### config.mk
export PLATFORM = sky130hd
export DESIGN_NAME = mfb_bank
export DESIGN_NICKNAME = d
export VERILOG_FILES = /design/src/core/mfb_pkg.sv /design/src/core/mfb_bank.sv
export VERILOG_INCLUDE_DIRS = /design/src /design/src/core
export SDC_FILE = /design/constraint.sdc
export NUM_CORES = 1
export LEC_CHECK = 0
export ABC_CLOCK_PERIOD_IN_PS = 2500
export BUFFER_PORTS_ARGS = -buffer_cell sky130_fd_sc_hd__buf_4
export CAP_MARGIN = 20
export CORE_MARGIN = 2
export CORE_UTILIZATION = 57
export DETAILED_ROUTE_END_ITERATION = 10
export GPL_TIMING_DRIVEN = 1
export PLACE_DENSITY = 0.81
export SYNTH_ARGS = -nofsm -noshare
export SYNTH_HDL_FRONTEND = slang
export SYNTH_SLANG_ARGS = --single-unit
### constraint.sdc
create_clock -name clk_i -period 2.5 [get_ports clk_i]
set_input_delay 0.5 -clock clk_i [delete_from_list [all_inputs] [get_ports clk_i]]
set_output_delay 0.5 -clock clk_i [all_outputs]
set_load 0.02 [all_outputs]
### src/core/mfb_consts.svh
`ifndef MFB_CONSTS_SVH
`define MFB_CONSTS_SVH

// Byte offsets of the bank locations; the word address on the bus is 4x.
`define MFB_STEP_RATE_LOW        8'h34
`define MFB_STEP_RATE_HIGH       8'h35
`define MFB_SIGMOTION_RATE_LOW   8'h36
`define MFB_SIGMOTION_RATE_HIGH  8'h37
`define MFB_BRING_VIEW_RATE_LOW  8'h38
`define MFB_BRING_VIEW_RATE_HIGH 8'h39
`define MFB_JOLT_RATE_LOW        8'h3A
`define MFB_JOLT_RATE_HIGH       8'h3B
`define MFB_STILLNESS_RATE_LOW   8'h3C
`define MFB_STILLNESS_RATE_HIGH  8'h3D
`define MFB_LEVEL_RATE_LOW       8'h3E
`define MFB_LEVEL_RATE_HIGH      8'h3F
`define MFB_ORIENT_RESET         8'h62
`define MFB_INCLINE_RESET        8'h63
`define MFB_STEP_PACE            8'h79
`define MFB_GAIT_CLASS           8'h7A
`define MFB_STEP_TOTAL_A_LOW     8'h7C
`define MFB_STEP_TOTAL_A_HIGH    8'h7D
`define MFB_STEP_TOTAL_B_LOW     8'h7E
`define MFB_STEP_TOTAL_B_HIGH    8'h7F
`define MFB_FALL_LENGTH_A_LOW    8'h88
`define MFB_FALL_LENGTH_A_HIGH   8'h89
`define MFB_FALL_LENGTH_B_LOW    8'h8A
`define MFB_FALL_LENGTH_B_HIGH   8'h8B
`define MFB_KNOCK_TYPE           8'h8E
`define MFB_KNOCK_AXIS           8'h8F
`define MFB_IRQ_STATUS           8'hC0
`define MFB_IRQ_ENABLE           8'hC1
`define MFB_IRQ_CLEAR            8'hC2
`define MFB_INIT_CTRL            8'hC3

// Interrupt status bit positions.
`define MFB_EV_STEP              0
`define MFB_EV_FALL              1
`define MFB_EV_KNOCK             2
`define MFB_EV_TILT_DONE         3
`define MFB_EV_BITS              4

// Rate loaded by the initialisation command, and the value that arms a reset request.
`define MFB_RATE_DEFAULT         16'h0032
`define MFB_REQUEST_ON           8'h01

`endif

### src/core/mfb_pkg.sv
package mfb_pkg;

    typedef struct packed {
        logic [7:0] step_lo;
        logic [7:0] step_hi;
        logic [7:0] sig_lo;
        logic [7:0] sig_hi;
        logic [7:0] bring_lo;
        logic [7:0] bring_hi;
        logic [7:0] jolt_lo;
        logic [7:0] jolt_hi;
        logic [7:0] still_lo;
        logic [7:0] still_hi;
        logic [7:0] level_lo;
        logic [7:0] level_hi;
        logic [7:0] orient_req;
        logic [7:0] incline_req;
        logic [7:0] step_pace;
        logic [7:0] gait_class;
        logic [15:0] step_total_a;
        logic [15:0] step_total_b;
        logic [15:0] fall_a;
        logic [15:0] fall_b;
        logic [7:0] knock_type;
        logic [7:0] knock_axis;
        logic       step_sel;
        logic       fall_sel;
        logic [3:0] irq_status;
        logic [3:0] irq_enable;
        logic       ack;
        logic [31:0] rdata;
        logic       irq;
        logic       tilt_reset;
        logic       orient_reset;
        logic       initialised;
    } mfb_state_t;

endpackage

### src/core/mfb_bank.sv
`timescale 1ns/1ps
`include "mfb_consts.svh"
// How it works
// - Bank holds no meaningful data until the engine initialise command runs.
// - Step rate is signed 16-bit hertz, default 50, low byte first.
// - Significant-motion rate is signed 16-bit hertz over two bytes, default 50.
// - Bring-to-see rate is signed 16-bit hertz over two bytes, default 50.
// - Shake rate is signed 16-bit hertz over two bytes, default 50.
// - No-motion rate is signed 16-bit hertz over two bytes, default 50.
// - Flat rate is signed 16-bit hertz over two bytes, default 50.
// - Orientation reset value 1 resets quaternion only with tilt reset also 1.
// - Tilt reset value 1 resets tilt state before next sample's processing.
// - Step pace is four times the samples between two steps.
// - Gait class: 0 unknown, 1 walking, 2 running.
// - Step total written alternately into buffer A and buffer B.
// - Fall length written alternately into buffer A and buffer B.
// - Knock type: 0 none, 1 single, 2 double, 3 triple.
module mfb_bank (
    input  wire logic        clk_i,
    input  wire logic        rst_i,
    input  wire logic        wb_cyc_i,
    input  wire logic        wb_stb_i,
    input  wire logic        wb_we_i,
    input  wire logic [9:0]  wb_adr_i,
    input  wire logic [3:0]  wb_sel_i,
    input  wire logic [31:0] wb_dat_i,
    output logic      [31:0] wb_dat_o,
    output logic             wb_ack_o,
    output logic             irq_o,
    input  wire logic        sample_i,
    input  wire logic        step_valid_i,
    input  wire logic [7:0]  step_pace_i,
    input  wire logic [1:0]  gait_class_i,
    input  wire logic [15:0] step_total_i,
    input  wire logic        fall_valid_i,
    input  wire logic [15:0] fall_length_i,
    input  wire logic        knock_valid_i,
    input  wire logic [1:0]  knock_type_i,
    input  wire logic [1:0]  knock_axis_i,
    output logic      [15:0] step_feature_rate_o,
    output logic      [15:0] sigmotion_feature_rate_o,
    output logic      [15:0] bring_view_feature_rate_o,
    output logic      [15:0] jolt_feature_rate_o,
    output logic      [15:0] stillness_feature_rate_o,
    output logic      [15:0] level_feature_rate_o,
    output logic             tilt_reset_o,
    output logic             orientation_reset_o,
    output logic             initialised_o
);

    mfb_pkg::mfb_state_t state;
    mfb_pkg::mfb_state_t next_state;

    logic [7:0] offset;
    logic       req;
    logic       wr_byte;
    logic [7:0] wbyte;
    logic [3:0] events;

    // Held whole here; each rate byte takes its own slice of it when loaded.
    localparam logic [15:0] rate_default = `MFB_RATE_DEFAULT;

    assign offset  = wb_adr_i[9:2];
    assign req     = wb_cyc_i && wb_stb_i && !state.ack;
    assign wr_byte = req && wb_we_i && wb_sel_i[0];
    assign wbyte   = wb_dat_i[7:0];

    // Reads return the byte in the low lane; unmapped offsets read zero.
    function automatic logic [7:0] read_byte(
        input mfb_pkg::mfb_state_t s,
        input logic [7:0]          off
    );
        logic [7:0] v;
        v = 8'h00;
        unique case (off)
            `MFB_STEP_RATE_LOW:        v = s.step_lo;
            `MFB_STEP_RATE_HIGH:       v = s.step_hi;
            `MFB_SIGMOTION_RATE_LOW:   v = s.sig_lo;
            `MFB_SIGMOTION_RATE_HIGH:  v = s.sig_hi;
            `MFB_BRING_VIEW_RATE_LOW:  v = s.bring_lo;
            `MFB_BRING_VIEW_RATE_HIGH: v = s.bring_hi;
            `MFB_JOLT_RATE_LOW:        v = s.jolt_lo;
            `MFB_JOLT_RATE_HIGH:       v = s.jolt_hi;
            `MFB_STILLNESS_RATE_LOW:   v = s.still_lo;
            `MFB_STILLNESS_RATE_HIGH:  v = s.still_hi;
            `MFB_LEVEL_RATE_LOW:       v = s.level_lo;
            `MFB_LEVEL_RATE_HIGH:      v = s.level_hi;
            `MFB_ORIENT_RESET:         v = s.orient_req;
            `MFB_INCLINE_RESET:        v = s.incline_req;
            `MFB_STEP_PACE:            v = s.step_pace;
            `MFB_GAIT_CLASS:           v = s.gait_class;
            `MFB_STEP_TOTAL_A_LOW:     v = s.step_total_a[7:0];
            `MFB_STEP_TOTAL_A_HIGH:    v = s.step_total_a[15:8];
            `MFB_STEP_TOTAL_B_LOW:     v = s.step_total_b[7:0];
            `MFB_STEP_TOTAL_B_HIGH:    v = s.step_total_b[15:8];
            `MFB_FALL_LENGTH_A_LOW:    v = s.fall_a[7:0];
            `MFB_FALL_LENGTH_A_HIGH:   v = s.fall_a[15:8];
            `MFB_FALL_LENGTH_B_LOW:    v = s.fall_b[7:0];
            `MFB_FALL_LENGTH_B_HIGH:   v = s.fall_b[15:8];
            `MFB_KNOCK_TYPE:           v = s.knock_type;
            `MFB_KNOCK_AXIS:           v = s.knock_axis;
            `MFB_IRQ_STATUS:           v = {4'h0, s.irq_status};
            `MFB_IRQ_ENABLE:           v = {4'h0, s.irq_enable};
            `MFB_INIT_CTRL:            v = {7'h00, s.initialised};
            default:                   v = 8'h00;
        endcase
        return v;
    endfunction

    always_comb begin
        next_state = state;
        events     = 4'h0;
        next_state.tilt_reset   = 1'b0;
        next_state.orient_reset = 1'b0;

        // The engine's results land whole, so a host never sees half a pair.
        if (step_valid_i) begin
            next_state.step_pace  = step_pace_i;
            next_state.gait_class = {6'h00, gait_class_i};
            if (state.step_sel) begin
                next_state.step_total_b = step_total_i;
            end else begin
                next_state.step_total_a = step_total_i;
            end
            next_state.step_sel = !state.step_sel;
            events[`MFB_EV_STEP] = 1'b1;
        end
        if (fall_valid_i) begin
            if (state.fall_sel) begin
                next_state.fall_b = fall_length_i;
            end else begin
                next_state.fall_a = fall_length_i;
            end
            next_state.fall_sel = !state.fall_sel;
            events[`MFB_EV_FALL] = 1'b1;
        end
        if (knock_valid_i) begin
            next_state.knock_type = {6'h00, knock_type_i};
            next_state.knock_axis = {6'h00, knock_axis_i};
            events[`MFB_EV_KNOCK] = 1'b1;
        end

        // The request is consumed by the sample it acts on, as a one-shot.
        if (sample_i && state.incline_req == `MFB_REQUEST_ON) begin
            next_state.tilt_reset  = 1'b1;
            next_state.incline_req = 8'h00;
            if (state.orient_req == `MFB_REQUEST_ON) begin
                next_state.orient_reset = 1'b1;
                next_state.orient_req   = 8'h00;
            end
            events[`MFB_EV_TILT_DONE] = 1'b1;
        end

        next_state.ack   = req;
        next_state.rdata = {24'h000000, read_byte(state, offset)};
        if (wr_byte) begin
            unique case (offset)
                `MFB_STEP_RATE_LOW:        next_state.step_lo = wbyte;
                `MFB_STEP_RATE_HIGH:       next_state.step_hi = wbyte;
                `MFB_SIGMOTION_RATE_LOW:   next_state.sig_lo = wbyte;
                `MFB_SIGMOTION_RATE_HIGH:  next_state.sig_hi = wbyte;
                `MFB_BRING_VIEW_RATE_LOW:  next_state.bring_lo = wbyte;
                `MFB_BRING_VIEW_RATE_HIGH: next_state.bring_hi = wbyte;
                `MFB_JOLT_RATE_LOW:        next_state.jolt_lo = wbyte;
                `MFB_JOLT_RATE_HIGH:       next_state.jolt_hi = wbyte;
                `MFB_STILLNESS_RATE_LOW:   next_state.still_lo = wbyte;
                `MFB_STILLNESS_RATE_HIGH:  next_state.still_hi = wbyte;
                `MFB_LEVEL_RATE_LOW:       next_state.level_lo = wbyte;
                `MFB_LEVEL_RATE_HIGH:      next_state.level_hi = wbyte;
                `MFB_ORIENT_RESET:         next_state.orient_req = wbyte;
                `MFB_INCLINE_RESET:        next_state.incline_req = wbyte;
                `MFB_STEP_PACE:            next_state.step_pace = wbyte;
                `MFB_GAIT_CLASS:           next_state.gait_class = wbyte;
                `MFB_STEP_TOTAL_A_LOW:     next_state.step_total_a[7:0] = wbyte;
                `MFB_STEP_TOTAL_A_HIGH:    next_state.step_total_a[15:8] = wbyte;
                `MFB_STEP_TOTAL_B_LOW:     next_state.step_total_b[7:0] = wbyte;
                `MFB_STEP_TOTAL_B_HIGH:    next_state.step_total_b[15:8] = wbyte;
                `MFB_FALL_LENGTH_A_LOW:    next_state.fall_a[7:0] = wbyte;
                `MFB_FALL_LENGTH_A_HIGH:   next_state.fall_a[15:8] = wbyte;
                `MFB_FALL_LENGTH_B_LOW:    next_state.fall_b[7:0] = wbyte;
                `MFB_FALL_LENGTH_B_HIGH:   next_state.fall_b[15:8] = wbyte;
                `MFB_KNOCK_TYPE:           next_state.knock_type = wbyte;
                `MFB_KNOCK_AXIS:           next_state.knock_axis = wbyte;
                `MFB_IRQ_ENABLE:
                    next_state.irq_enable = wbyte[3:0];
                `MFB_IRQ_CLEAR:
                    next_state.irq_status = state.irq_status & ~wbyte[3:0];
                `MFB_INIT_CTRL: begin
                    if (wbyte[0]) begin
                        next_state.step_lo  = rate_default[7:0];
                        next_state.step_hi  = rate_default[15:8];
                        next_state.sig_lo   = rate_default[7:0];
                        next_state.sig_hi   = rate_default[15:8];
                        next_state.bring_lo = rate_default[7:0];
                        next_state.bring_hi = rate_default[15:8];
                        next_state.jolt_lo  = rate_default[7:0];
                        next_state.jolt_hi  = rate_default[15:8];
                        next_state.still_lo = rate_default[7:0];
                        next_state.still_hi = rate_default[15:8];
                        next_state.level_lo = rate_default[7:0];
                        next_state.level_hi = rate_default[15:8];
                        next_state.orient_req   = 8'h00;
                        next_state.incline_req  = 8'h00;
                        next_state.step_pace    = 8'h00;
                        next_state.gait_class   = 8'h00;
                        next_state.step_total_a = 16'h0000;
                        next_state.step_total_b = 16'h0000;
                        next_state.fall_a       = 16'h0000;
                        next_state.fall_b       = 16'h0000;
                        next_state.knock_type   = 8'h00;
                        next_state.knock_axis   = 8'h00;
                        next_state.step_sel     = 1'b0;
                        next_state.fall_sel     = 1'b0;
                        next_state.initialised  = 1'b1;
                    end
                end
                default: begin
                end
            endcase
        end

        // New events win over a clear arriving in the same cycle.
        next_state.irq_status = next_state.irq_status | events;
        next_state.irq = |(next_state.irq_status & next_state.irq_enable);
    end

    always_ff @(posedge clk_i) begin
        if (rst_i) begin
            // Data bytes are zeroed only for determinism; until init they
            // carry no meaning and software must not rely on them.
            state <= '0;
        end else begin
            state <= next_state;
        end
    end

    assign wb_dat_o                  = state.rdata;
    assign wb_ack_o                  = state.ack;
    assign irq_o                     = state.irq;
    assign step_feature_rate_o       = {state.step_hi, state.step_lo};
    assign sigmotion_feature_rate_o  = {state.sig_hi, state.sig_lo};
    assign bring_view_feature_rate_o = {state.bring_hi, state.bring_lo};
    assign jolt_feature_rate_o       = {state.jolt_hi, state.jolt_lo};
    assign stillness_feature_rate_o  = {state.still_hi, state.still_lo};
    assign level_feature_rate_o      = {state.level_hi, state.level_lo};
    assign tilt_reset_o              = state.tilt_reset;
    assign orientation_reset_o       = state.orient_reset;
    assign initialised_o             = state.initialised;

endmodule

==> results of run 1 <==
[through the flow]
stage	hold slack, ps	power, mW	utilization, %	setup TNS, ps
floorplan	455	4.54	-	0
finish	253	8.42	69.2	0
detailed placement	488	4.94	65.7	-173
global route	260	8.60	69.2	0
global placement	478	4.91	65.7	-145
CTS	247	8.38	69.2	0
[Yosys cell counts (all sizes together) (5+ instances only)]
master / count / area, µm²
buf: 185 / 1290
mux2i: 187 / 1870
and2: 23 / 144
nand2: 58 / 230
a31oi: 9 / 56.3
nand3: 22 / 133
a21oi: 66 / 432
nor4: 5 / 31.3
nor3: 25 / 174
a2bb2oi: 22 / 193
o21ai: 19 / 98.9
nor2: 239 / 900
a22oi: 64 / 480
o22a: 42 / 368
dfxtp: 231 / 4620
clkbuf: 62 / 238
nor2b: 14 / 90.1
a221oi: 6 / 52.6
nand2b: 13 / 81.3
a211oi: 21 / 170
a32oi: 8 / 70.1
mux2: 16 / 180
a22o: 8 / 70.1
o21a: 5 / 37.5
o22ai: 20 / 125
nor4b: 5 / 50.0
[routing by layer]
metal  GRT usage (%)  wire, µm  up-vias
met3            7.07      5000      183
met5               0        23        -
met4            20.5      2990        4
met1            52.4     19300     5919
li1                -         -     5358
met2            65.8     22300      845
[critical path, delay by kind of cell]
family / cells / cell delay, ps
AND/OR/NAND/NOR: 4 / 1280
AO/OA/AOI/OAI: 2 / 380
buffers and inverters: 2 / 490
[power breakdown]
part	switching, mW	internal (mW)	leakage [nW]
sequential	0.0798	3.77	1.87
combinational	0.619	0.432	3.88
clock	1.51	2.01	0.377
[final cells by class]
cell class              count  area [µm²]  share of cell area (%)
flip-flops and latches    231        4620                    30.5
clock buffers              33         686                    4.52
repair buffers            343        2670                    17.6
inverters                   3        11.3                  0.0742
clock inverters             9        72.6                   0.478
well taps                 280         350                    2.31
multi-input cells         991        6780                    44.6
[cell families (layout without fill, tap and decap cells)]
| group | Yosys count | after routing | share of synthesized area, % |
|---|---|---|---|
| AO/OA/AOI/OAI | 327 | 327 | 19.3 |
| flip-flops | 231 | 231 | 36.0 |
| other | 1 | 24 | 0.0292 |
| XOR/XNOR | 2 | 2 | 0.136 |
| AND/OR/NAND/NOR | 433 | 433 | 16.2 |
| buffers and inverters | 250 | 388 | 12.0 |
| multiplexers | 205 | 205 | 16.3 |
[cell usage in the layout, fill, tap and decap left out, types with 5 or more instances in the layout]
| cell type | n |
|---|---|
| sky130_fd_sc_hd__buf_4 | 335 |
| sky130_fd_sc_hd__nor4_1 | 5 |
| sky130_fd_sc_hd__conb_1 | 24 |
| sky130_fd_sc_hd__clkinv_2 | 7 |
| sky130_fd_sc_hd__buf_12 | 7 |
| sky130_fd_sc_hd__o21a_1 | 5 |
| sky130_fd_sc_hd__a22oi_1 | 64 |
| sky130_fd_sc_hd__a2bb2oi_1 | 22 |
| sky130_fd_sc_hd__nor2_1 | 238 |
| sky130_fd_sc_hd__o22ai_1 | 20 |
| sky130_fd_sc_hd__nor2b_1 | 11 |
| sky130_fd_sc_hd__nand2_1 | 55 |
| sky130_fd_sc_hd__a32oi_1 | 8 |
| sky130_fd_sc_hd__a21oi_2 | 12 |
| sky130_fd_sc_hd__nand3_1 | 19 |
| sky130_fd_sc_hd__o22a_1 | 42 |
| sky130_fd_sc_hd__a221oi_1 | 6 |
| sky130_fd_sc_hd__a211oi_1 | 20 |
| sky130_fd_sc_hd__mux2_2 | 16 |
| sky130_fd_sc_hd__dfxtp_1 | 231 |
| sky130_fd_sc_hd__nor3_1 | 19 |
| sky130_fd_sc_hd__o21ai_0 | 16 |
| sky130_fd_sc_hd__a31oi_1 | 9 |
| sky130_fd_sc_hd__and2_1 | 21 |
| sky130_fd_sc_hd__mux2i_1 | 187 |
| sky130_fd_sc_hd__nand2b_1 | 13 |
| sky130_fd_sc_hd__a21oi_4 | 5 |
| sky130_fd_sc_hd__a22o_1 | 8 |
| sky130_fd_sc_hd__clkbuf_16 | 25 |
| sky130_fd_sc_hd__a21oi_1 | 49 |
| sky130_fd_sc_hd__clkbuf_1 | 5 |
[worst paths after layout]
path / endpoint / slack, ps / depth (start not counted)
max reg2reg: step_feature_rate_o[2] / 480 / 6
min: state[42] / 250 / 3
max: wb_dat_o[6] / 280 / 8
min reg2reg: state[151] / 510 / 2
[flip-flops by register name, summed over array words and instances (netlist names), 8 cells and up]
signal                     cells
jolt_feature_rate_o           16
wb_dat_o                       8
stillness_feature_rate_o      16
bring_view_feature_rate_o     16
step_feature_rate_o           16
level_feature_rate_o          16
state                        122
sigmotion_feature_rate_o      16
==> results.rst, run 1 <==
.. list-table::
   :header-rows: 1

   * - Metric
     - Value
   * - First-pass DRT Iterations
     - 8
   * - Fillcell total
     - 1,748
   * - Core box area
     - 0.0220 mm²
   * - Max-capacitance violation count
     - 0
   * - Number of nets in the layout
     - 1,695
   * - Startpoint of the tightest hold check path
     - fall_valid_i
   * - Fraction of the yosys area taken by sequential cells
     - 36.0%
   * - CTS buffer count
     - 24
   * - DRC violation count after routing
     - 0
   * - Antenna diode instance count
     - 0
   * - Fraction of layout instances using a drive strength above 1
     - 27.3%
   * - Async S/R FF share, synth
     - 0%
   * - Via count normalized by instance count
     - 6.51
   * - Placement-stage worst setup slack
     - -81.1 ps
   * - Deepest clock path buffer count
     - 3
   * - Routed vias
     - 12.3k
   * - Number of H-tree levels
     - 1
   * - Launch point of the critical path
     - wb_adr_i[3]
   * - Slack of the critical path
     - 282 ps
   * - Number of design-rule violations left by the first detailed-router iteration
     - 1,350
   * - Clock latency of the later-clocked register in the worst-skew pair
     - 530 ps
   * - Pin count of the biggest net entering global routing
     - 82
   * - Placed cell areas
     - 0.0144 mm²
   * - Total Die Area
     - 0.0238 mm²
   * - Die Ht
     - 154 µm
   * - Final design instance area without fill
     - 0.0152 mm²
   * - Nature of the critical path startpoint
     - input pin
   * - Cells along the critical path
     - buf_4 > nor2b_1 > buf_4 > nand2_1 > nor3_1 > a221o_1 > nor4_1 > a21oi_1
   * - Sum of net half-perimeters after detailed placement
     - 38,100 µm
   * - Floorplan die width
     - 154 µm
   * - Average cell area after synthesis
     - 8.87 µm²
   * - Weighted congestion at the end of routability-driven global placement
     - 1.07
   * - Primary flip-flop cell chosen by synthesis mapping
     - sky130_fd_sc_hd__dfxtp_1
   * - Global route overflow
     - 0
   * - Endpoints failing hold
     - 0
   * - First-pass GRT wire length
     - 73,300 µm
   * - Hold-fix buffers at CTS
     - 0
   * - Number of enable-type register cells in the synthesized netlist
     - 0
   * - Remaining antenna violation count after routing
     - 0
   * - Leakage power total
     - 6.13 nW
   * - Non-filler instance count after layout
     - 1,890
   * - Endpoint class of the critical path
     - register
   * - Layout-stage area growth over the synthesis result
     - 18.2%
   * - Remaining max-slew budget at the tightest pin
     - 35.2%
   * - Count of mapped cells out of synthesis
     - 1,449
   * - CTS tree
     - yes
   * - Number of storage elements in the synthesis netlist
     - 231
   * - Post-CTS repair timing setup buffer count
     - 0
   * - Critical path data required time
     - 2950 ps
   * - Power per Cell Area
     - 554 mW/mm²
   * - Peak supply drop
     - 0.000555 V
   * - Combined area of all synthesized cells
     - 0.0128 mm²
   * - Clock-pin transition on the worst setup and hold timing paths
     - 60 ps
   * - Final setup violation count
     - 0
   * - Min-Delay Path Class
     - input pin to register
   * - # port buffers
     - 180
   * - Unrepaired setup endpoints after global routing
     - false
   * - Number of global-route vias before repair
     - 11.8k
   * - R2R Path Start
     - wb_ack_o
   * - Number of clock sinks seen by CTS
     - 231
   * - Highest clock frequency the design can meet
     - 451 MHz
   * - Initial antenna violation count
     - 2
   * - CP max stage cell
     - sky130_fd_sc_hd__nor2b_1
   * - Clock root cell
     - sky130_fd_sc_hd__clkbuf_16
   * - Slew at the pin with the worst max-slew slack
     - 968 ps
   * - Final critical path time including I/O delays and setup
     - 2220 ps
   * - Total number of yosys warnings
     - 0
   * - Status
     - finished, final reports clean
   * - Dpl cells
     - 1,848
   * - Most Frequent Cell on Critical Path
     - sky130_fd_sc_hd__buf_4
   * - Maximum clock skew at final layout
     - 13.3 ps
   * - Critical path fanouts, max
     - 22
   * - IO Count
     - 234
   * - Overall routed net length
     - 49,700 µm
   * - Number of instances resized during post-cts repair
     - 0
   * - Unique cell type count in the Yosys netlist
     - 80
   * - Count of standard-cell rows
     - 54
   * - Final slew viol count
     - 0
   * - Critical setup path kind
     - input pin to register
   * - Initial Utilization
     - 58.5%
   * - WL per Instance
     - 26.3 µm
   * - Global-route total usage across every layer
     - 40.7%
   * - Share of the clock period used by the worst path
     - 88.7%
   * - Arrival time at the worst endpoint
     - 2670 ps
   * - Maximum single-stage delay on the critical path
     - 660 ps
(Power assumes the default switching activity.)
==> inputs of run 2 (changes only) <==
Settings changed: ABC_CLOCK_PERIOD_IN_PS 2500 to 2290, CORE_ASPECT_RATIO set to 1.75.
Clock period 2.5 ns to 2.29 ns, I/O delays scaled along.
==> results.rst, run 2 (same netlist as run 1, synthesis figures left out) <==
.. list-table::
   :header-rows: 1

   * - Metric
     - Value
   * - Pin count of the biggest net entering global routing
     - 99 (was 82)
   * - CTS tree
     - yes (unchanged)
   * - Highest clock frequency the design can meet
     - 456 MHz
   * - CTS buffer count
     - 23 (was 24)
   * - Final setup violation count
     - 0 (unchanged)
   * - Flop pwr share
     - 45.9% (was 45.7%)
   * - Count of standard-cell rows
     - 72 (was 54)
   * - Final design instance area without fill
     - 0.0159 mm² (was 0.0152 mm²)
   * - Final critical path time including I/O delays and setup
     - 2190 ps
   * - First-pass DRT Iterations
     - 7 (was 8)
   * - Global route overflow
     - 0 (unchanged)
   * - Overall routed net length
     - 52,500 µm (was 49,700 µm)
   * - Internal Pwr Total
     - 6.71 mW (was 6.21 mW)
   * - Critical path data required time
     - 2710 ps (was 2950 ps)
   * - Maximum clock skew at final layout
     - 15.7 ps (was 13.3 ps)
   * - Peak supply drop
     - 0.000838 V (was 0.000555 V)
   * - Most Frequent Cell on Critical Path
     - sky130_fd_sc_hd__buf_4 (unchanged)
   * - Power dissipated by switching net loads
     - 2.44 mW (was 2.20 mW)
   * - Most used cells in the layout excluding fill and tap cells
     - 378 x sky130_fd_sc_hd__buf_4, 238 x sky130_fd_sc_hd__nor2_1, 231 x sky130_fd_sc_hd__dfxtp_1 (was 335 x sky130_fd_sc_hd__buf_4, 238 x sky130_fd_sc_hd__nor2_1, 231 x sky130_fd_sc_hd__dfxtp_1)
   * - Total Die Area
     - 0.0238 mm² (about the same)
   * - Via count normalized by instance count
     - 6.30 (was 6.51)
   * - Antenna diode instance count
     - 0 (unchanged)
   * - Post-CTS repair timing setup buffer count
     - 0 (unchanged)
   * - Clock latency of the later-clocked register in the worst-skew pair
     - 530 ps (about the same)
   * - # port buffers
     - 180 (unchanged)
   * - Global-route total usage across every layer
     - 42.9% (was 40.7%)
   * - Weighted congestion at the end of routability-driven global placement
     - 1.04 (was 1.07)
   * - Flip-flop count of the largest register after layout
     - 122 (unchanged)
   * - Endpoint class of the critical path
     - register (unchanged)
   * - Initial Utilization
     - 58.0% (was 58.5%)
   * - Worst path top cell family by delay
     - simple AND/OR/NAND/NOR gates (unchanged)
   * - IO Count
     - 234 (unchanged)
   * - Min-Delay Path Class
     - input pin to register (unchanged)
   * - Clock-pin transition on the worst setup and hold timing paths
     - 60 ps (about the same)
   * - Clock root cell
     - sky130_fd_sc_hd__clkbuf_16 (unchanged)
   * - Relative contribution of combinational cells to total power
     - 13.5% (was 12.5%)
   * - Share of the clock period used by the worst path
     - 95.7%
   * - Arrival time at the worst endpoint
     - 2610 ps (was 2670 ps)
   * - WL per Instance
     - 26.7 µm (was 26.3 µm)
   * - Leakage power total
     - 6.50 nW (was 6.13 nW)
   * - DRC violation count after routing
     - 0 (unchanged)
   * - Unrepaired setup endpoints after global routing
     - false (unchanged)
   * - Slew at the pin with the worst max-slew slack
     - 903 ps (was 968 ps)
   * - Global routing met3 resource utilization
     - 5.96% (was 7.07%)
   * - Number of nets in the layout
     - 1,758 (was 1,695)
   * - Number of H-tree levels
     - 1 (unchanged)
   * - Most common cell after layout, fill and taps aside
     - sky130_fd_sc_hd__buf_4 (unchanged)
   * - Fraction of layout instances using a drive strength above 1
     - 30.0% (was 27.3%)
   * - Final setup TNS
     - 0 ps (unchanged)
   * - Proportion of power drawn by the clock network
     - 40.6% (was 41.8%)
   * - Buffers plus inverters on the worst setup path
     - 2 (unchanged)
   * - Hold-fix buffers at CTS
     - 0 (unchanged)
   * - Placed cell areas
     - 0.0152 mm² (was 0.0144 mm²)
   * - Maximum single-stage delay on the critical path
     - 650 ps (was 660 ps)
   * - Critical path fanouts, max
     - 12 (was 22)
   * - Met2 capacity usage during global routing
     - 73.5% (was 65.8%)
   * - Number of clock sinks seen by CTS
     - 231 (unchanged)
   * - Fillcell total
     - 1,733 (was 1,748)
   * - Number of instances resized during post-cts repair
     - 0 (unchanged)
   * - Sum of net half-perimeters after detailed placement
     - 41,100 µm (was 38,100 µm)
   * - Busiest layer in global routing
     - met2 (unchanged)
   * - Final slew viol count
     - 0 (unchanged)
   * - Deepest clock path buffer count
     - 3 (unchanged)
   * - Status
     - finished, final reports clean (unchanged)
   * - Layout-stage area growth over the synthesis result
     - 23.8% (was 18.2%)
   * - Nature of the critical path startpoint
     - input pin (unchanged)
   * - Number of design-rule violations left by the first detailed-router iteration
     - 1,208 (was 1,350)
   * - Remaining antenna violation count after routing
     - 0 (unchanged)
   * - Endpoints failing hold
     - 0 (unchanged)
   * - Core box area
     - 0.0222 mm² (was 0.0220 mm²)
   * - Power per Cell Area
     - 575 mW/mm² (was 554 mW/mm²)
   * - Die Ht
     - 203 µm (was 154 µm)
   * - Cells along the critical path
     - buf_4 > nor4bb_1 > and3_1 > nand2_1 > o21ai_0 > nor4_1 > buf_4 > a31oi_1 (was buf_4 > nor2b_1 > buf_4 > nand2_1 > nor3_1 > a221o_1 > nor4_1 > a21oi_1)
   * - First-pass GRT wire length
     - 76,800 µm (was 73,300 µm)
   * - Routed vias
     - 12.4k (was 12.3k)
   * - Switching share of power
     - 26.6% (was 26.2%)
   * - Max-capacitance violation count
     - 0 (unchanged)
   * - CP max stage cell
     - sky130_fd_sc_hd__nor4bb_1 (was sky130_fd_sc_hd__nor2b_1)
   * - GR Layer Usage met1
     - 44.7% (was 52.4%)
   * - Critical setup path kind
     - input pin to register (unchanged)
   * - Remaining max-slew budget at the tightest pin
     - 39.6% (was 35.2%)
   * - Initial antenna violation count
     - 1 (was 2)
   * - Number of global-route vias before repair
     - 12.6k (was 11.8k)
   * - Floorplan die width
     - 117 µm (was 154 µm)
   * - Largest register by flop count
     - state (unchanged)
run 2: cell count changes in the layout (fill, tap and decap cells not counted):
cell,previous run,this run
sky130_fd_sc_hd__buf_4,335,378
sky130_fd_sc_hd__buf_12,7,28
sky130_fd_sc_hd__clkinv_2,7,4
sky130_fd_sc_hd__clkbuf_16,25,23
sky130_fd_sc_hd__clkinv_4,0,2
sky130_fd_sc_hd__clkinvlp_4,1,2
run 2: stage by stage:
step / cells / setup WS [ps] / power [mW] / hold WS, ps / utilization, %
4_1_cts: 1968 / 230 / 9.14 / 187 / 71.8
6_report: 1968 / 98.4 / 9.15 / 193 / 71.8
3_3_place_gp: 1928 / -328 / 5.46 / 479 / 68.5
3_5_place_dp: 1928 / -309 / 5.49 / 489 / 68.5
2_1_floorplan: 1472 / 252 / 4.96 / 455 / -
5_1_grt: 1968 / 24.7 / 9.38 / 206 / 71.8
run 2: layout make-up:
| cell class | instances | area, µm² | share of cell area (%) |
|---|---|---|---|
| Multi-Input combinational cell | 991 | 6780 | 42.6 |
| Sequential cell | 231 | 4620 | 29.1 |
| Timing Repair Buffer | 407 | 3410 | 21.4 |
| Clock buffer | 31 | 636 | 4.00 |
| Tap cell | 296 | 370 | 2.33 |
| Clock inverter | 9 | 82.6 | 0.519 |
| Inverter | 3 | 11.3 | 0.0708 |
run 2: path summary, 6_finish.rpt:
kind                                    from                 endpoint  slack, ps  depth (start not counted)
worst max-delay path             wb_adr_i[8]              wb_dat_o[7]        100                          8
worst min-delay path            fall_valid_i                state[42]        190                          3
worst max register to register      wb_ack_o  level_feature_rate_o[3]        300                          7
worst min register to register     state[61]                state[61]        500                          2
run 2: layer usage:
metal / routed length, µm / part of all wire (%) / up-vias
li1: - / - / 5486
met1: 18000 / 34 / 5927
met2: 25300 / 48 / 717
met3: 3230 / 6.1 / 259
met4: 5990 / 11 / 2
met5: 8 / 0.015 / -
run 2: power groups by stage:
stage	Clock (mW)	Sequential (mW)	Combinational (mW)
5_1_grt	3.88	4.20	1.30
2_1_floorplan	0	4.24	0.715
3_5_place_dp	0	4.29	1.20
4_1_cts	3.74	4.19	1.21
6_report	3.71	4.20	1.24
3_3_place_gp	0	4.28	1.18
run 2: worst reg2reg max path, stage by stage (launching register included):
cell and delay (ps):
sky130_fd_sc_hd__dfxtp_1 350, sky130_fd_sc_hd__nor3_4 370, sky130_fd_sc_hd__o21ai_2 150, sky130_fd_sc_hd__buf_12 180, sky130_fd_sc_hd__a21oi_1 270, sky130_fd_sc_hd__buf_4 240, sky130_fd_sc_hd__mux2i_1 240, sky130_fd_sc_hd__nor2_1 50
==> inputs of run 3 (changes only) <==
Settings changed: ABC_AREA set to 1, CORE_UTILIZATION 57 to 56, PLACE_DENSITY 0.81 to 0.8.
==> results.rst, run 3 <==
.. list-table::
   :header-rows: 1

   * - Metric
     - Value
   * - Final setup violation count
     - 0 (unchanged)
   * - Floorplan die width
     - 117 µm (about the same)
   * - Fraction of layout instances using a drive strength above 1
     - 15.4% (was 30.0%)
   * - Arrival time at the worst endpoint
     - 2410 ps (was 2610 ps)
   * - Routed vias
     - 13.1k (was 12.4k)
   * - Final slew viol count
     - 0 (unchanged)
   * - Remaining max-slew budget at the tightest pin
     - 19.1% (was 39.6%)
   * - Startpoint of the tightest hold check path
     - wb_cyc_i (was fall_valid_i)
   * - Unrepaired setup endpoints after global routing
     - false (unchanged)
   * - Biggest area contributors in the synthesized netlist
     - sky130_fd_sc_hd__dfxtp_1 37%, sky130_fd_sc_hd__nand2_1 17%, sky130_fd_sc_hd__buf_4 7.8%, sky130_fd_sc_hd__nand3_1 7.5%, sky130_fd_sc_hd__nor2_1 7.2% (was sky130_fd_sc_hd__dfxtp_1 36%, sky130_fd_sc_hd__mux2i_1 15%, sky130_fd_sc_hd__buf_4 7.9%, sky130_fd_sc_hd__nor2_1 7.0%, sky130_fd_sc_hd__a22oi_1 3.7%)
   * - Flip-flop count of the largest register after layout
     - 122 (unchanged)
   * - Initial Utilization
     - 56.9% (was 58.0%)
   * - Number of nets in the layout
     - 2,140 (was 1,758)
   * - Total number of yosys warnings
     - 0 (unchanged)
   * - Top cell type's share of synthesized area
     - 36.9% (was 36.0%)
   * - Most common cell after layout, fill and taps aside
     - sky130_fd_sc_hd__nand2_1 (was sky130_fd_sc_hd__buf_4)
   * - Average cell area after synthesis
     - 6.33 µm² (was 8.87 µm²)
   * - Most frequent cells after synthesis
     - 567 x sky130_fd_sc_hd__nand2_1, 240 x sky130_fd_sc_hd__nor2_1, 231 x sky130_fd_sc_hd__dfxtp_1 (was 238 x sky130_fd_sc_hd__nor2_1, 231 x sky130_fd_sc_hd__dfxtp_1, 187 x sky130_fd_sc_hd__mux2i_1)
   * - Maximum clock skew at final layout
     - 15.6 ps (was 15.7 ps)
   * - Critical setup path kind
     - input pin to register (unchanged)
   * - Clock latency of the later-clocked register in the worst-skew pair
     - 510 ps (was 530 ps)
   * - IO Count
     - 234 (unchanged)
   * - Antenna diode instance count
     - 0 (unchanged)
   * - Deepest clock path buffer count
     - 3 (unchanged)
   * - Count of standard-cell rows
     - 72 (unchanged)
   * - Combined area of all synthesized cells
     - 0.0125 mm² (was 0.0128 mm²)
   * - CTS buffer count
     - 21 (was 23)
   * - Count of mapped cells out of synthesis
     - 1,981 (was 1,449)
   * - Status
     - finished, final reports clean (unchanged)
   * - Remaining antenna violation count after routing
     - 0 (unchanged)
   * - Peak supply drop
     - 0.000520 V (was 0.000838 V)
   * - # port buffers
     - 180 (unchanged)
   * - DRC violation count after routing
     - 0 (unchanged)
   * - Number of global-route vias before repair
     - 12.0k (was 12.6k)
   * - Critical path data required time
     - 2720 ps (was 2710 ps)
   * - Highest clock frequency the design can meet
     - 506 MHz (was 456 MHz)
   * - R2R Path Start
     - wb_ack_o (unchanged)
   * - Endpoints failing hold
     - 0 (unchanged)
   * - Number of enable-type register cells in the synthesized netlist
     - 0 (unchanged)
   * - Fillcell total
     - 2,036 (was 1,733)
   * - First-pass GRT wire length
     - 63,100 µm (was 76,800 µm)
   * - Nature of the critical path startpoint
     - input pin (unchanged)
   * - Total Die Area
     - 0.0237 mm² (was 0.0238 mm²)
   * - Number of clock sinks seen by CTS
     - 231 (unchanged)
   * - Dominant cell by count in the synthesized netlist
     - sky130_fd_sc_hd__nand2_1 (was sky130_fd_sc_hd__nor2_1)
   * - Initial antenna violation count
     - 0 (was 1)
   * - Global route overflow
     - 0 (unchanged)
   * - Hold-fix buffers at CTS
     - 0 (unchanged)
   * - Most used cells in the layout excluding fill and tap cells
     - 567 x sky130_fd_sc_hd__nand2_1, 238 x sky130_fd_sc_hd__nor2_1, 231 x sky130_fd_sc_hd__dfxtp_1 (was 378 x sky130_fd_sc_hd__buf_4, 238 x sky130_fd_sc_hd__nor2_1, 231 x sky130_fd_sc_hd__dfxtp_1)
   * - Number of storage elements in the synthesis netlist
     - 231 (unchanged)
   * - Clock-pin transition on the worst setup and hold timing paths
     - 70 ps (was 60 ps)
   * - Number of instances resized during post-cts repair
     - 0 (unchanged)
   * - Share of the clock period used by the worst path
     - 86.3% (was 95.7%)
   * - Sum of net half-perimeters after detailed placement
     - 29,800 µm (was 41,100 µm)
   * - Layout-stage area growth over the synthesis result
     - 14.3% (was 23.8%)
   * - Slew at the pin with the worst max-slew slack
     - 1210 ps (was 903 ps)
   * - Async S/R FF share, synth
     - 0% (unchanged)
   * - Final setup TNS
     - 0 ps (unchanged)
   * - Overall routed net length
     - 41,400 µm (was 52,500 µm)
   * - First-pass DRT Iterations
     - 6 (was 7)
   * - Final critical path time including I/O delays and setup
     - 1980 ps (was 2190 ps)
   * - CTS tree
     - yes (unchanged)
   * - Weighted congestion at the end of routability-driven global placement
     - 0.957 (was 1.04)
   * - Launch point of the critical path
     - wb_adr_i[9] (was wb_adr_i[8])
   * - Power per Cell Area
     - 600 mW/mm² (was 575 mW/mm²)
   * - Number of design-rule violations left by the first detailed-router iteration
     - 1,593 (was 1,208)
   * - Critical path fanouts, max
     - 12 (unchanged)
   * - Largest area contributor in the synthesized netlist
     - sky130_fd_sc_hd__dfxtp_1 (unchanged)
   * - Pin count of the biggest net entering global routing
     - 136 (was 99)
   * - Min-Delay Path Class
     - input pin to register (unchanged)
   * - Largest register by flop count
     - state (unchanged)
   * - Unique cell type count in the Yosys netlist
     - 28 (was 80)
   * - Primary flip-flop cell chosen by synthesis mapping
     - sky130_fd_sc_hd__dfxtp_1 (unchanged)
   * - Via count normalized by instance count
     - 5.57 (was 6.30)
   * - Max-capacitance violation count
     - 0 (unchanged)
   * - Worst hold margin
     - 226 ps (was 193 ps)
   * - Endpoint class of the critical path
     - register (unchanged)
   * - Clock root cell
     - sky130_fd_sc_hd__clkbuf_16 (unchanged)
   * - Post-CTS repair timing setup buffer count
     - 0 (unchanged)
   * - Core box area
     - 0.0221 mm² (was 0.0222 mm²)
   * - WL per Instance
     - 17.6 µm (was 26.7 µm)
   * - Global-route total usage across every layer
     - 34.4% (was 42.9%)
   * - Number of H-tree levels
     - 1 (unchanged)
   * - Leakage power total
     - 6.40 nW (was 6.50 nW)
   * - Fraction of the yosys area taken by sequential cells
     - 36.9% (was 36.0%)
   * - Die Ht
     - 202 µm (was 203 µm)
## run 3: cell count changes in the layout (fill, tap and decap cells not counted), moves of 63 or more
| cell | before | now |
|---|---|---|
| sky130_fd_sc_hd__inv_1 | 2 | 128 |
| sky130_fd_sc_hd__nand3_1 | 19 | 187 |
| sky130_fd_sc_hd__o21ai_0 | 16 | 171 |
| sky130_fd_sc_hd__nand2_1 | 55 | 567 |
| sky130_fd_sc_hd__buf_4 | 378 | 223 |
| sky130_fd_sc_hd__a21oi_1 | 49 | 166 |
| sky130_fd_sc_hd__mux2i_1 | 187 | 0 |
| sky130_fd_sc_hd__a22oi_1 | 64 | 1 |
## run 3: metrics by stage
step	instance area, µm²	utilization (%)	instances	setup slack [ps]	power (mW)
4_1_cts	14300	65.0	2349	454	8.57
3_3_place_gp	13600	61.8	2312	-13.8	4.94
3_5_place_dp	13600	61.8	2312	-63.9	4.95
5_1_grt	14300	65.0	2349	278	8.83
2_1_floorplan	12600	-	2004	546	4.69
6_report	14300	65.0	2349	314	8.60
## run 3: cells by family after synthesis
kind of cell | Yosys count | share of synthesized area, %
flops | 231 | 36.9
compound gates | 362 | 15.2
simple gates | 1013 | 32.5
buf+inv | 374 | 15.4
other cells | 1 | 0.0299
## run 3: where the power goes
part           switching, mW  internal [mW]
clock network           1.61           2.11
logic                  0.491          0.255
registers             0.0436           4.09
## run 3: cell type report
class,instances,area (µm²),area share (%)
inverters,147,552,3.85
multi-input cells,1399,6090,42.5
flip-flops and latches,231,4620,32.2
repair buffers,239,1990,13.9
well taps,296,370,2.58
clock buffers,29,616,4.29
clock inverters,8,96.3,0.672
## run 3: path summary, 6_finish.rpt
path                                                      to  slack, ps  cells past startpoint
worst min register to register                     state[61]        460                      2
worst max register to register  sigmotion_feature_rate_o[12]        580                      7
worst max-delay path                 jolt_feature_rate_o[11]        310                      9
worst min-delay path                                wb_ack_o        230                      3
## run 3: critical path: stages
cell and delay, ps:
sky130_fd_sc_hd__buf_4 120, sky130_fd_sc_hd__nand2_1 80, sky130_fd_sc_hd__inv_1 50, sky130_fd_sc_hd__nand2_1 130, sky130_fd_sc_hd__nor2_2 90, sky130_fd_sc_hd__buf_12 150
sky130_fd_sc_hd__nor2_1 900, sky130_fd_sc_hd__o21ai_0 260, sky130_fd_sc_hd__a21oi_1 180
## run 3: per-layer routing
| layer | vias to the layer above | global-route usage (%) | routed length, µm |
|---|---|---|---|
| li1 | 6274 | - | - |
| met1 | 5849 | 37.8 | 14600 |
| met2 | 744 | 56.8 | 20000 |
| met3 | 209 | 5.46 | 3090 |
| met4 | 0 | 27.9 | 3800 |
| met5 | - | 0 | 0 |
